$ cat src/logic/wdt_defines.vh
`ifndef WDT_DEFINES_VH
`define WDT_DEFINES_VH

// Register byte addresses on the bytewide bus
`define WDT_ADDR_FLAGS      15'h7FF0
`define WDT_ADDR_IRQ_ENABLE 15'h7FF6
`define WDT_ADDR_WATCHDOG   15'h7FF7
`define WDT_ADDR_FREQ_TEST  15'h7FFC

// Field positions
`define WDT_FLAGS_WF_BIT    7
`define WDT_FLAGS_AF_BIT    6
`define WDT_FLAGS_BLF_BIT   4
`define WDT_IE_AE_BIT       7
`define WDT_IE_ABE_BIT      5
`define WDT_FT_BIT          6
`define WDT_WD_STEER_BIT    7
`define WDT_WD_MULT_MSB     6
`define WDT_WD_MULT_LSB     2
`define WDT_WD_RES_MSB      1
`define WDT_WD_RES_LSB      0

// Reset values
`define WDT_RESET_BYTE      8'h00

// Resolution codes and their length in sixteenths of a second
`define WDT_RES_SIXTEENTH   2'h0
`define WDT_RES_QUARTER     2'h1
`define WDT_RES_ONE_SEC     2'h2
`define WDT_RES_FOUR_SEC    2'h3
`define WDT_UNITS_SIXTEENTH 11'h001
`define WDT_UNITS_QUARTER   11'h004
`define WDT_UNITS_ONE_SEC   11'h010
`define WDT_UNITS_FOUR_SEC  11'h040

// Oscillator division: 2048 oscillator cycles make one sixteenth second
`define WDT_OSC_SIXTEENTH_LAST 11'h7FF
// 32768 Hz / 64 = 512 Hz, so the square wave is prescaler bit 5
`define WDT_FT_PRESC_BIT    5

// Timing: 100 ms reset pulse at 50 MHz, inside the 40 to 200 ms window
`define WDT_RST_PULSE_CYCLES 23'h4C4B40

`endif

$ cat src/logic/wdt_top.v
`timescale 1ns/100ps
`include "wdt_defines.vh"

// What this block does
// In backup, alarm IRQ needs both enables
// Power-up clears enables; alarm still sets flag
// Watchdog byte at 7FF7h: multiplier over resolution
// Resolution 1/16, 1/4, 1, 4 seconds
// Timeout equals multiplier times resolution
// Host restarts watchdog by accessing its register
// Expiry sets flag; interrupt until flag/register access
// Steering zero: expiry drives interrupt output
// Steering one: reset pulse 40 to 200 ms
// After reset pulse clear register and test bit
// Any watchdog register access restarts full period
// Register value zero disables the watchdog
// Power-up clears watchdog register and alarm enables
// Watchdog interrupt overrides frequency test output
// Flags access releases output; alarm flag clears after
// Frequency test toggles output at 512 Hz
// Sixteenth second every 2048 oscillator cycles
// Alarm match is one-cycle event, any power
module wdt_top #(
  parameter [22:0] RST_PULSE_CYCLES = `WDT_RST_PULSE_CYCLES
) (
  input  wire        clock,                  // 50 MHz system clock
  input  wire        reset,                  // Power-on reset, synchronous
  input  wire [14:0] address,                // Bus address pins
  input  wire [7:0]  data_in,                // Data pins, input side
  output reg  [7:0]  data_out,               // Data pins, output side
  output reg         data_oe_n,              // Low while driving data pins
  input  wire        chip_enable_n,          // Chip enable pin
  input  wire        output_enable_n,        // Output enable pin
  input  wire        write_enable_n,         // Write enable pin
  input  wire        osc_clock,              // 32.768 kHz oscillator level
  input  wire        osc_running,            // Oscillator is running
  input  wire        on_battery,             // Running from backup battery
  input  wire        power_up_transition,    // Power-up transition in progress
  input  wire        battery_low,            // Battery low flag from monitor
  input  wire        alarm_match,            // One-cycle alarm match event
  input  wire        interrupt_or_test_in,   // Open-drain pin level, unused
  output reg         interrupt_or_test_out,  // Open-drain pin output, always 0
  output reg         interrupt_or_test_oe_n, // Low pulls the pin low
  input  wire        reset_pin_in,           // Open-drain pin level, unused
  output reg         reset_pin_out,          // Open-drain pin output, always 0
  output reg         reset_pin_oe_n          // Low pulls reset pin low
);

  localparam [2:0] ST_IDLE  = 3'h1;
  localparam [2:0] ST_RUN   = 3'h2;
  localparam [2:0] ST_PULSE = 3'h4;

  wire [25:0] bus_sync;
  wire        osc_sync;

  wdt_sync #(.WIDTH(26), .INIT(26'h3FFFFFF)) u_bus_sync (
    .clock    (clock),
    .reset    (reset),
    .async_in ({chip_enable_n, output_enable_n, write_enable_n, address, data_in}),
    .sync_out (bus_sync)
  );

  wdt_sync #(.WIDTH(1), .INIT(1'b0)) u_osc_sync (
    .clock    (clock),
    .reset    (reset),
    .async_in (osc_clock),
    .sync_out (osc_sync)
  );

  wire        s_ce_n = bus_sync[25];
  wire        s_oe_n = bus_sync[24];
  wire        s_we_n = bus_sync[23];
  wire [14:0] s_addr = bus_sync[22:8];
  wire [7:0]  s_data = bus_sync[7:0];

  reg  [7:0]  wd_reg;
  reg  [7:0]  ie_reg;
  reg         ft_en;
  reg         wf;
  reg         af;
  reg         irq_wd;
  reg         irq_alarm;
  reg  [2:0]  state;
  reg  [10:0] count;
  reg  [10:0] wd_sub;
  reg  [10:0] presc;
  reg         osc_d;
  reg  [22:0] pulse_cnt;
  reg         active_d;
  reg  [14:0] acc_addr;
  reg         acc_write;
  reg  [7:0]  wr_data;
  reg         reload_d;
  reg  [10:0] unit;
  reg  [7:0]  read_value;

  // Reads and writes are ignored on battery; the bus is locked out then
  wire active    = ~s_ce_n & (~s_oe_n | ~s_we_n) & ~on_battery;
  wire acc_start = active & ~active_d;
  wire acc_end   = ~active & active_d;
  wire wr_end    = acc_end & acc_write;

  wire start_wd    = acc_start & (s_addr == `WDT_ADDR_WATCHDOG);
  wire start_flags = acc_start & (s_addr == `WDT_ADDR_FLAGS);
  wire end_wd      = acc_end & (acc_addr == `WDT_ADDR_WATCHDOG);
  wire end_flags   = acc_end & (acc_addr == `WDT_ADDR_FLAGS);
  wire restart     = start_wd | end_wd;                       // see R6

  wire osc_rise  = osc_sync & ~osc_d;
  wire sixteenth = osc_rise & (wd_sub == `WDT_OSC_SIXTEENTH_LAST);

  wire [4:0] mult   = wd_reg[`WDT_WD_MULT_MSB:`WDT_WD_MULT_LSB];
  wire [1:0] res    = wd_reg[`WDT_WD_RES_MSB:`WDT_WD_RES_LSB];
  wire [10:0] period = {6'h00, mult} * unit;
  wire wd_zero = (wd_reg == `WDT_RESET_BYTE);
  wire steer   = wd_reg[`WDT_WD_STEER_BIT];
  wire expire  = (state == ST_RUN) & ~restart & ~reload_d & sixteenth & (count <= 11'h001);
  wire pulse_done = (state == ST_PULSE) & (pulse_cnt == 23'h000000);

  wire ae  = ie_reg[`WDT_IE_AE_BIT];
  wire abe = ie_reg[`WDT_IE_ABE_BIT];
  wire alarm_irq_set = alarm_match & ae & (~on_battery | abe);  // see R1

  // Square wave only when watchdog cannot claim the pin
  wire ft_mode = osc_running & ft_en & ~ae & (steer | wd_zero); // see R14
  wire irq_low = irq_wd | irq_alarm | (ft_mode & ~presc[`WDT_FT_PRESC_BIT]);

  always @* begin
    case (res)
      `WDT_RES_SIXTEENTH: unit = `WDT_UNITS_SIXTEENTH;
      `WDT_RES_QUARTER:   unit = `WDT_UNITS_QUARTER;
      `WDT_RES_ONE_SEC:   unit = `WDT_UNITS_ONE_SEC;
      default:            unit = `WDT_UNITS_FOUR_SEC;
    endcase
  end

  always @* begin
    case (s_addr)
      `WDT_ADDR_FLAGS:      read_value = {wf, af, 1'b0, battery_low, 4'h0};
      `WDT_ADDR_IRQ_ENABLE: read_value = ie_reg;
      `WDT_ADDR_WATCHDOG:   read_value = wd_reg;
      `WDT_ADDR_FREQ_TEST:  read_value = {1'b0, ft_en, 6'h00};
      default:              read_value = 8'h00;
    endcase
  end

  wire hit = (s_addr == `WDT_ADDR_FLAGS) | (s_addr == `WDT_ADDR_IRQ_ENABLE) |
             (s_addr == `WDT_ADDR_WATCHDOG) | (s_addr == `WDT_ADDR_FREQ_TEST);

  // Bus access tracking and read data
  always @(posedge clock) begin
    if (reset) begin
      active_d  <= 1'b0;
      acc_addr  <= 15'h0000;
      acc_write <= 1'b0;
      wr_data   <= 8'h00;
      data_out  <= 8'h00;
      data_oe_n <= 1'b1;
    end else begin
      active_d <= active;
      if (acc_start) begin
        acc_addr  <= s_addr;
        acc_write <= ~s_we_n;
        data_out  <= read_value;
        data_oe_n <= ~(hit & s_we_n);
      end else if (acc_end) begin
        data_oe_n <= 1'b1;
      end
      // Data is taken while the strobe is still active, not on its release
      if (active & ~s_we_n)
        wr_data <= s_data;
    end
  end

  // Control registers
  always @(posedge clock) begin
    if (reset) begin
      wd_reg <= `WDT_RESET_BYTE;
      ie_reg <= `WDT_RESET_BYTE;
      ft_en  <= 1'b0;
    end else begin
      if (wr_end & (acc_addr == `WDT_ADDR_WATCHDOG))
        wd_reg <= wr_data;
      if (wr_end & (acc_addr == `WDT_ADDR_IRQ_ENABLE))
        ie_reg <= wr_data;
      if (wr_end & (acc_addr == `WDT_ADDR_FREQ_TEST))
        ft_en <= wr_data[`WDT_FT_BIT];
      if (power_up_transition) begin
        ie_reg[`WDT_IE_AE_BIT]  <= 1'b0;                       // see R2
        ie_reg[`WDT_IE_ABE_BIT] <= 1'b0;
      end
      if (pulse_done) begin
        wd_reg <= `WDT_RESET_BYTE;
        ft_en  <= 1'b0;
      end
    end
  end

  // Flags and interrupt sources; a set in the same cycle beats a clear
  always @(posedge clock) begin
    if (reset) begin
      wf        <= 1'b0;
      af        <= 1'b0;
      irq_wd    <= 1'b0;
      irq_alarm <= 1'b0;
    end else begin
      if (expire)
        wf <= 1'b1;
      else if (end_flags & ~acc_write)
        wf <= 1'b0;
      if (alarm_match)
        af <= 1'b1;                                            // see R2
      else if (end_flags)
        af <= 1'b0;
      if (expire & ~steer)
        irq_wd <= 1'b1;
      else if (start_flags | start_wd)
        irq_wd <= 1'b0;
      if (alarm_irq_set)
        irq_alarm <= 1'b1;
      else if (start_flags)
        irq_alarm <= 1'b0;
    end
  end

  // Watchdog countdown in sixteenths of a second
  always @(posedge clock) begin
    if (reset) begin
      state     <= ST_IDLE;
      count     <= 11'h000;
      wd_sub    <= 11'h000;
      pulse_cnt <= 23'h000000;
      reload_d  <= 1'b0;
      osc_d     <= 1'b0;
      presc     <= 11'h000;
    end else begin
      osc_d    <= osc_sync;
      reload_d <= restart;
      if (osc_rise)
        presc <= presc + 11'h001;
      if (osc_rise)
        wd_sub <= wd_sub + 11'h001;
      case (state)
        ST_IDLE: begin
          if (~wd_zero) begin
            state  <= ST_RUN;
            count  <= period;
            wd_sub <= 11'h000;
          end
        end
        ST_RUN: begin
          if (wd_zero) begin
            state <= ST_IDLE;
          end else if (restart | reload_d) begin
            count  <= period;
            wd_sub <= 11'h000;
          end else if (expire) begin
            count <= period;
            if (steer) begin
              state     <= ST_PULSE;
              pulse_cnt <= RST_PULSE_CYCLES - 23'h000001;
            end
          end else if (sixteenth) begin
            count <= count - 11'h001;
          end
        end
        ST_PULSE: begin
          if (pulse_done)
            state <= ST_IDLE;
          else
            pulse_cnt <= pulse_cnt - 23'h000001;
        end
        default: state <= ST_IDLE;
      endcase
    end
  end

  // Open-drain pins
  always @(posedge clock) begin
    if (reset) begin
      interrupt_or_test_out  <= 1'b0;
      interrupt_or_test_oe_n <= 1'b1;
      reset_pin_out          <= 1'b0;
      reset_pin_oe_n         <= 1'b1;
    end else begin
      interrupt_or_test_out  <= 1'b0;
      interrupt_or_test_oe_n <= ~irq_low;                      // see R8
      reset_pin_out          <= 1'b0;
      reset_pin_oe_n         <= ~(state == ST_PULSE);
    end
  end

endmodule // wdt_top

$ cat src/logic/wdt_sync.v
`timescale 1ns/100ps
// Two-flop synchroniser for pins from outside the clock domain
module wdt_sync #(
  parameter            WIDTH = 1,
  parameter [WIDTH-1:0] INIT = {WIDTH{1'b0}}
) (
  input  wire             clock,   // System clock
  input  wire             reset,   // Synchronous, active high
  input  wire [WIDTH-1:0] async_in, // Raw pin levels
  output reg  [WIDTH-1:0] sync_out  // Second stage
);

  reg [WIDTH-1:0] stage1;

  always @(posedge clock) begin
    if (reset) begin
      stage1   <= INIT;
      sync_out <= INIT;
    end else begin
      stage1   <= async_in;
      sync_out <= stage1;
    end
  end

endmodule // wdt_sync

$ cat config.mk
export PLATFORM = sky130hd
export DESIGN_NAME = wdt_top
export DESIGN_NICKNAME = d
export VERILOG_FILES = /design/src/logic/wdt_top.v /design/src/logic/wdt_sync.v
export VERILOG_INCLUDE_DIRS = /design/src /design/src/logic
export SDC_FILE = /design/constraint.sdc
export NUM_CORES = 1
export LEC_CHECK = 0
export BUFFER_PORTS_ARGS = -buffer_cell sky130_fd_sc_hd__buf_2
export CORE_UTILIZATION = 40
export CTS_CLUSTER_SIZE = 14
export DETAILED_ROUTE_END_ITERATION = 6
export HOLD_SLACK_MARGIN = 0.05
export SLEW_MARGIN = 20
export SYNTH_ARGS = -nofsm -noshare
export SYNTH_HDL_FRONTEND = slang
export SYNTH_SLANG_ARGS = --single-unit
$ cat constraint.sdc
create_clock -name clock -period 3.5 [get_ports clock]
set_input_delay 0.35 -clock clock [delete_from_list [all_inputs] [get_ports clock]]
set_output_delay 0.35 -clock clock [all_outputs]
set_load 0.005 [all_outputs]
==> results of run 1 <==
[cell usage after synthesis, types with 7 or more instances]
cell type	instances
nor4_1	14
or3_1	8
nand2_1	51
o21ai_0	15
nand4_1	12
nor2_1	98
ha_1	19
xor2_1	20
clkbuf_1	28
xnor2_1	20
inv_1	24
nand3_1	22
a21oi_1	44
dfxtp_1	167
a31oi_1	7
nor2b_1	15
nor3_1	15
and2_1	14
mux2i_1	38
or2_2	52
[worst register-to-register path, delay by kind of cell (launching register included)]
family / cells / cell delay, ps
adders and majority gates: 4 / 1120
and+or+nand+nor: 3 / 570
xor gates and xnor gates: 1 / 170
AOI/OAI and AO/OA: 4 / 590
DFF: 1 / 410
buffers and inverters: 2 / 110
[power by group]
part	switching (uW)	leakage (uW)	internal, uW
Combinational	53.8	0.00163	44.1
Clock	934	0.000304	994
Sequential	18.7	0.00136	1930
Total	1010	0.00329	2970
[kinds of logic (layout without fill, tap and decap cells)]
group                    count (synthesis)  after routing  synth area share
other                                    1              2          0.000526
flip-flops                             167            167             0.469
AO/OA/AOI/OAI                          104            104            0.0964
buffers and inverters                   61            110            0.0358
XOR/XNOR                                40             40            0.0491
adder cells (fa/ha/maj)                 23             23            0.0446
AND/OR/NAND/NOR                        330            330             0.242
multiplexers                            44             44            0.0628
[layout make-up]
class / instances / area [um2]
clock inverter: 15 / 206
tap: 225 / 282
clock buffer: 17 / 425
multi-input combinational: 543 / 3530
sequential: 167 / 3340
inverter: 24 / 90.1
fill: 1674 / 9180
timing repair buffer: 54 / 298
[per-layer routing]
layer	up-vias	track usage	wire length [um]
met5	-	0	0
met4	0	0.0674	202
met1	2374	0.229	7210
li1	2716	-	-
met3	19	0.0408	540
met2	105	0.258	6360
[through the flow]
stage          utilization  total power [uW]  hold WS, ps
2_1_floorplan            -              2060          389
3_3_place_gp         0.435              2100          391
3_5_place_dp         0.435              2100          393
4_1_cts              0.471              4030         64.0
5_1_grt              0.471              4130         69.8
6_report             0.471              3980         85.4
[cell usage in the layout, fill, tap and decap left out, types with 4 or more instances in the layout]
cell type / Yosys / final
ha_1: 19 / 19
nand3_1: 22 / 22
dfxtp_1: 167 / 167
o32ai_1: 6 / 6
nor4_1: 14 / 14
nand4_1: 12 / 12
clkbuf_16: 0 / 17
buf_4: 2 / 11
nand2b_1: 4 / 4
clkinv_8: 0 / 5
fa_1: 4 / 4
inv_12: 0 / 4
a21oi_1: 44 / 44
nor2_1: 98 / 98
buf_2: 3 / 43
o21ai_0: 15 / 15
and2_1: 14 / 14
a31oi_1: 7 / 7
nand2_1: 51 / 51
inv_1: 24 / 24
nor2b_1: 15 / 15
mux2_2: 6 / 6
or3_1: 8 / 8
xor2_1: 20 / 20
mux2i_1: 38 / 38
or2_2: 52 / 52
nor3_1: 15 / 15
xnor2_1: 20 / 20
[final timing paths]
| check | start | end | slack (ps) | cells after the start |
|---|---|---|---|---|
| setup / recovery | wd_reg[1] | count[9] | 430 | 14 |
| setup reg to reg | wd_reg[1] | count[9] | 430 | 14 |
| hold / removal | address[8] | u_bus_sync.stage1[16] | 90 | 2 |
| hold reg to reg | u_bus_sync.stage1[19] | u_bus_sync.sync_out[19] | 410 | 1 |
==> key figures, run 1 <==
Status
  – Status: finished, final reports clean

Critical path
  – Slowest-stage cell, CP: dfxtp_1
  – Kind of critical path: register to register
  – Buf+Inv Stages, Crit Path: 2
  – Largest driver fanout on the critical path: 11
  – Worst path max stage delay: 410 ps
  – CP top delay family: adder cells
  – Worst-path cell chain: nor2b_1, and2_1, ha_1, inv_1, fa_1, fa_1, inv_1, ha_1, nand2_1, o31ai_1, xor2_1, o21ai_0, o31a_1, o32ai_1
  – CP arrival: around 3400 ps
  – Startpoint types: register
  – Worst setup EP type: register
  – Worst Path Required: approximately 3800 ps

Logic synthesis
  – Cell taking the most area after synthesis: dfxtp_1
  – Async SR Flop Fraction: 0
  – Syn Inst Count: 770
  – Syn_area_per_cell: 9.26 um2
  – Sequential area share after synthesis: 0.469
  – Top post-synthesis cells by area: dfxtp_1 47%, mux2i_1 5.3%, nor2_1 5.2%
  – Top cell type's share of synthesized area: 0.469
  – Netlist Area Pre-Place: 7130 um2
  – Top_reg_cell synth: dfxtp_1
  – YS warnings: 0
  – Post-synth EDFFs: 0
  – Synth unique cells: 65
  – FF+latch count, synth: 167

Route
  – Avg Vias per Cell: 4.99
  – Post-route DRC: 0
  – Total number of vias: 5214
  – WL final: 14300 um
  – WL per Instance: 13.7 um
  – DRT Pass-1 Iters: 4
  – Post-DRT Antenna Nets: 0
  – DR iter-0 viols: 300

Floorplanning
  – Core Footprint: 17400 um2
  – Std-Cell Rows: 48
  – Die Span X: 135 um
  – Die ar.: 18400 um2
  – IO Pins: 49
  – Initial Util: 0.411
  – Die Y: 135 um

CTS
  – Post-CTS sizing: 0
  – Clock buffer depth: 2
  – Clock sinks: 167
  – Root Buffer: clkbuf_16
  – CTS tree: done
  – CTS clk-pin slew, worst paths: roughly 80 ps
  – Number of CTS-inserted buffers: 17
  – Setup bufs post-CTS: 0
  – Clk_lat worst skew: 440 ps
  – H-tree Lvls: 4
  – Hold Buf Count CTS: 0

Finish
  – Largest regs: u_bus_sync.stage1 (26), u_bus_sync.sync_out (26), pulse_cnt (23)
  – Area growth syn-to-layout: 14.7%
  – Cell Count, Final, Fillers Out: 1045
  – Share of layout cells above drive strength 1: 0.193
  – Final nets: 866
  – Diodes inserted: 0
  – Final Cell Area: ~8200 um2

Timing
  – Slew @ Worst Pin: ~770 ps
  – Max frequency: ~330 MHz
  – Unrepaired setup endpoints after global routing: false
  – Sum Neg Setup Slack: 0 ps
  – Final WS setup: 430 ps
  – Final setup vio count: 0
  – Final hold vios: 0
  – Clk_skew: 10.4 ps
  – Crit path time final: 3070 ps
  – Slew margin rel.: 0.479
  – Max-slew violations: 0
  – Final worst-path cycle share: 0.877

Placement
  – Number of port buffers: 44
  – GP Congestion: 0.811
  – Placed Instances: 1013
  – Dpl hpwl: 9660 um
  – Post-Place Setup Slack: around 440 ps
  – Placed Area: 7550 um2

Pwr
  – P per Cell Area: 486 nW/um2
  – Static leakage: ~0.0033 uW
  – Maximum vdd drop: 0.000362 V

Global routing
  – Initial antenna violation count: 0
  – First-pass GRT wire length: 24200 um
  – Number of global-route vias before repair: 4863
  – Pin count of the biggest net entering global routing: between 70 and 80
  – GRT Total Usage: 0.169
  – Global route overflow: 0

Flow run
  – Max-cap viol count: 0

Hold path
  – HP Class: primary input to register
Note: power is estimated with default switching activity, not from simulation.
==> inputs of run 2 (changes only) <==
Settings changed: ABC_AREA set to 1, CTS_CLUSTER_DIAMETER set to 200.
==> run 2 against run 1 <==
Core utilization shrank 0.55 points. Non-clock buffer count shrank 3. Worst setup slack gained 48 ps. Synthesized cell count grew 36%. Design area grew 7.6%. Critical endpoint is now count[8].
==> key figures, run 2 <==
Status
  – Status: finished, final reports clean

Global routing
  – Pin count of the biggest net entering global routing: 61 (-20%)
  – GRT Total Usage: 0.176 (+0.00698)
  – Initial antenna violation count: 0 (unchanged)
  – Number of global-route vias before repair: 5811 (+19%)
  – First-pass GRT wire length: 28000 um (+15%)
  – Global route overflow: 0 (unchanged)

Finish
  – Largest regs: u_bus_sync.stage1 (26), u_bus_sync.sync_out (26), pulse_cnt (23)
  – Most common cell after layout, fill and taps aside: nand2_1
  – Fin util: 0.466 (-0.00554)
  – Final Cell Area: 8800 um2 (+7.6%)
  – Share of layout cells above drive strength 1: 0.148 (-0.0449)
  – Area growth syn-to-layout: 13.1%
  – Final nets: 1142 (+32%)
  – Commonest cells after routing, fill and taps aside: 182 x nand2_1, 167 x dfxtp_1, 160 x nor2_1, 108 x inv_1, 78 x a21oi_1
  – # fillers: 1969 (+18%)
  – Diodes inserted: 0 (unchanged)

Floorplanning
  – Initial Util: 0.412 (+0.000906)
  – Die ar.: 20000 um2 (+9.0%)
  – Die Span X: 141 um (+4.4%)
  – Core Footprint: 18900 um2 (+8.9%)
  – Std-Cell Rows: 50 (+4.2%)
  – IO Pins: 49 (unchanged)
  – Die Y: 141 um (+4.4%)

Critical path
  – Worst Path Required: 3800 ps (-40 ps)
  – R2R depth: 17 (+3)
  – Slowest-stage cell, CP: dfxtp_1
  – Kind of critical path: register to register
  – Worst-path cell chain: inv_1, nor2_1, inv_1, nor2_1, ha_1, inv_1, fa_1, fa_1, inv_1, ha_1, inv_1, nor2_1, a21oi_1, xor2_1, nand2_1, nand3_1, a21oi_1
  – Buf+Inv Stages, Crit Path: 5 (+3)
  – CP arrival: 3320 ps (-90 ps)
  – Worst setup EP type: register
  – Worst path max stage delay: 410 ps (about the same)
  – R2R Setup Slk: 480 ps (+50 ps)
  – Startpoint types: register
  – Largest driver fanout on the critical path: 6 (-5)
  – RR Startpoint: wd_reg[0]
  – CP top delay family: adder cells
  – Reg-to-reg endpoint: count[8]
  – CP most frequent cell: inv_1

Route
  – Post-route DRC: 0 (unchanged)
  – DRT Pass-1 Iters: 6 (+2)
  – Avg Vias per Cell: 4.78 (-4.3%)
  – Post-DRT Antenna Nets: 0 (unchanged)
  – WL final: 16500 um (+15%)
  – WL per Instance: 12.2 um (-11%)
  – Total number of vias: 6476 (+24%)
  – DR iter-0 viols: 331 (+10%)

Timing
  – Crit path time final: 3020 ps (-47.5 ps)
  – Unrepaired setup endpoints after global routing: false
  – Max frequency: 331 MHz (+1.6%)
  – Slew @ Worst Pin: 800 ps (+25.4 ps)
  – Final worst-path cycle share: 0.864 (-0.0136)
  – Max-slew violations: 0 (unchanged)
  – Final hold vios: 0 (unchanged)
  – Sum Neg Setup Slack: 0 ps (unchanged)
  – Slew margin rel.: 0.466 (-0.0127)
  – Final WS setup: 478 ps (+47.5 ps)
  – Clk_skew: 8.44 ps (-1.98 ps)
  – Final setup vio count: 0 (unchanged)

CTS
  – Hold Buf Count CTS: 0 (unchanged)
  – H-tree Lvls: 4 (unchanged)
  – CTS clk-pin slew, worst paths: 70 ps (about the same)
  – Root Buffer: clkbuf_16
  – Setup bufs post-CTS: 0 (unchanged)
  – Clock sinks: 167 (unchanged)
  – Clock buffer depth: 2 (unchanged)
  – Post-CTS sizing: 0 (unchanged)
  – Clk_lat worst skew: 440 ps (about the same)
  – Number of CTS-inserted buffers: 17 (unchanged)
  – CTS tree: done

Logic synthesis
  – Top_reg_cell synth: dfxtp_1
  – Sequential area share after synthesis: 0.430 (-0.0391)
  – Post-synth EDFFs: 0 (unchanged)
  – Top cell type's share of synthesized area: 0.430 (-0.0391)
  – Netlist Area Pre-Place: 7780 um2 (+9.1%)
  – Async SR Flop Fraction: 0 (unchanged)
  – Cell taking the most area after synthesis: dfxtp_1
  – Commonest cells in the netlist: 182 x nand2_1, 167 x dfxtp_1, 160 x nor2_1, 108 x inv_1, 78 x a21oi_1
  – Top-count cell post-synth: nand2_1
  – YS warnings: 0 (unchanged)
  – FF+latch count, synth: 167 (unchanged)
  – Top post-synthesis cells by area: dfxtp_1 43%, nand2_1 8.8%, nor2_1 7.7%
  – Synth unique cells: 46 (-29%)
  – Syn Inst Count: 1050 (+36%)
  – Syn_area_per_cell: 7.41 um2 (-20%)

Flow run
  – Max-cap viol count: 0 (unchanged)

Pwr
  – P per Cell Area: 458 nW/um2 (-5.8%)
  – Total power: 4030 uW (+1.3%)
  – Static leakage: 0.00380 uW (+15%)
  – Maximum vdd drop: 0.000365 V (+0.85%)

Hold path
  – Hold Path Depth: 2 (unchanged)
  – Hold Path End: u_bus_sync.stage1[10]
  – Hold_sp: address[2]
  – HP Class: primary input to register

Placement
  – Number of port buffers: 44 (unchanged)
  – Dpl hpwl: 11400 um (+18%)
  – Placed Area: 8180 um2 (+8.4%)
  – Post-Place Setup Slack: 497 ps (+56.1 ps)
  – GP Congestion: 0.855 (+5.4%)
-- run 2: stage by stage --
stage               hold slack [ps]  instances
floorplan                       388       1051
global placement                392       1324
detailed placement              393       1324
CTS                            69.6       1356
global route                   66.1       1356
finish                         86.4       1356
-- run 2: how the worst max path moves through the flow --
stage | startpoint | to | depth (start not counted)
finish | wd_reg[0] | count[8] | 17
global route | wd_reg[0] | count[8] | 17
CTS | wd_reg[0] | count[8] | 17
detailed placement | wd_reg[0] | count[8] | 17
global placement | wd_reg[0] | count[8] | 17
floorplan | wd_reg[0] | count[8] | 17
-- run 2: where the power goes --
part / switching [uW] / internal [uW] / total [uW]
registers: 15.9 / 1940 / 1950
clock network: 879 / 1050 / 1920
logic: 90.6 / 60.9 / 152
-- run 2: kinds of logic after synthesis --
logic type | after synthesis | synth area share
compound gates | 151 | 0.103
xor+xnor | 24 | 0.0270
flops | 167 | 0.430
simple gates | 533 | 0.318
buf+inv | 151 | 0.0804
fa+ha+maj | 23 | 0.0409
other cells | 1 | 0.000482
-- run 2: worst reg2reg max path, cell delays in order, from the launching register on --
cell and delay, ps:
dfxtp_1 410, inv_1 80, nor2_1 120, inv_1 100, nor2_1 100, ha_1 150
inv_1 50, fa_1 410, fa_1 410, inv_1 70, ha_1 230, inv_1 100
nor2_1 60, a21oi_1 180, xor2_1 190, nand2_1 70, nand3_1 70, a21oi_1 80
-- run 2: per-layer routing --
layer	global-route usage	routed length [um]	share of wire
met4	0.0526	156	0.0095
met3	0.0395	508	0.031
met1	0.237	8390	0.51
met5	0	0	0
met2	0.282	7440	0.45
-- run 2: cell type report --
cell class | count | area, um2 | share of cell area
Multi-Input combinational cell | 733 | 3810 | 0.433
Inverter | 113 | 424 | 0.0482
Clock buffer | 18 | 439 | 0.0499
Tap cell | 260 | 325 | 0.0370
Sequential cell | 167 | 3340 | 0.380
Timing Repair Buffer | 51 | 273 | 0.0310
Clock inverter | 14 | 181 | 0.0206
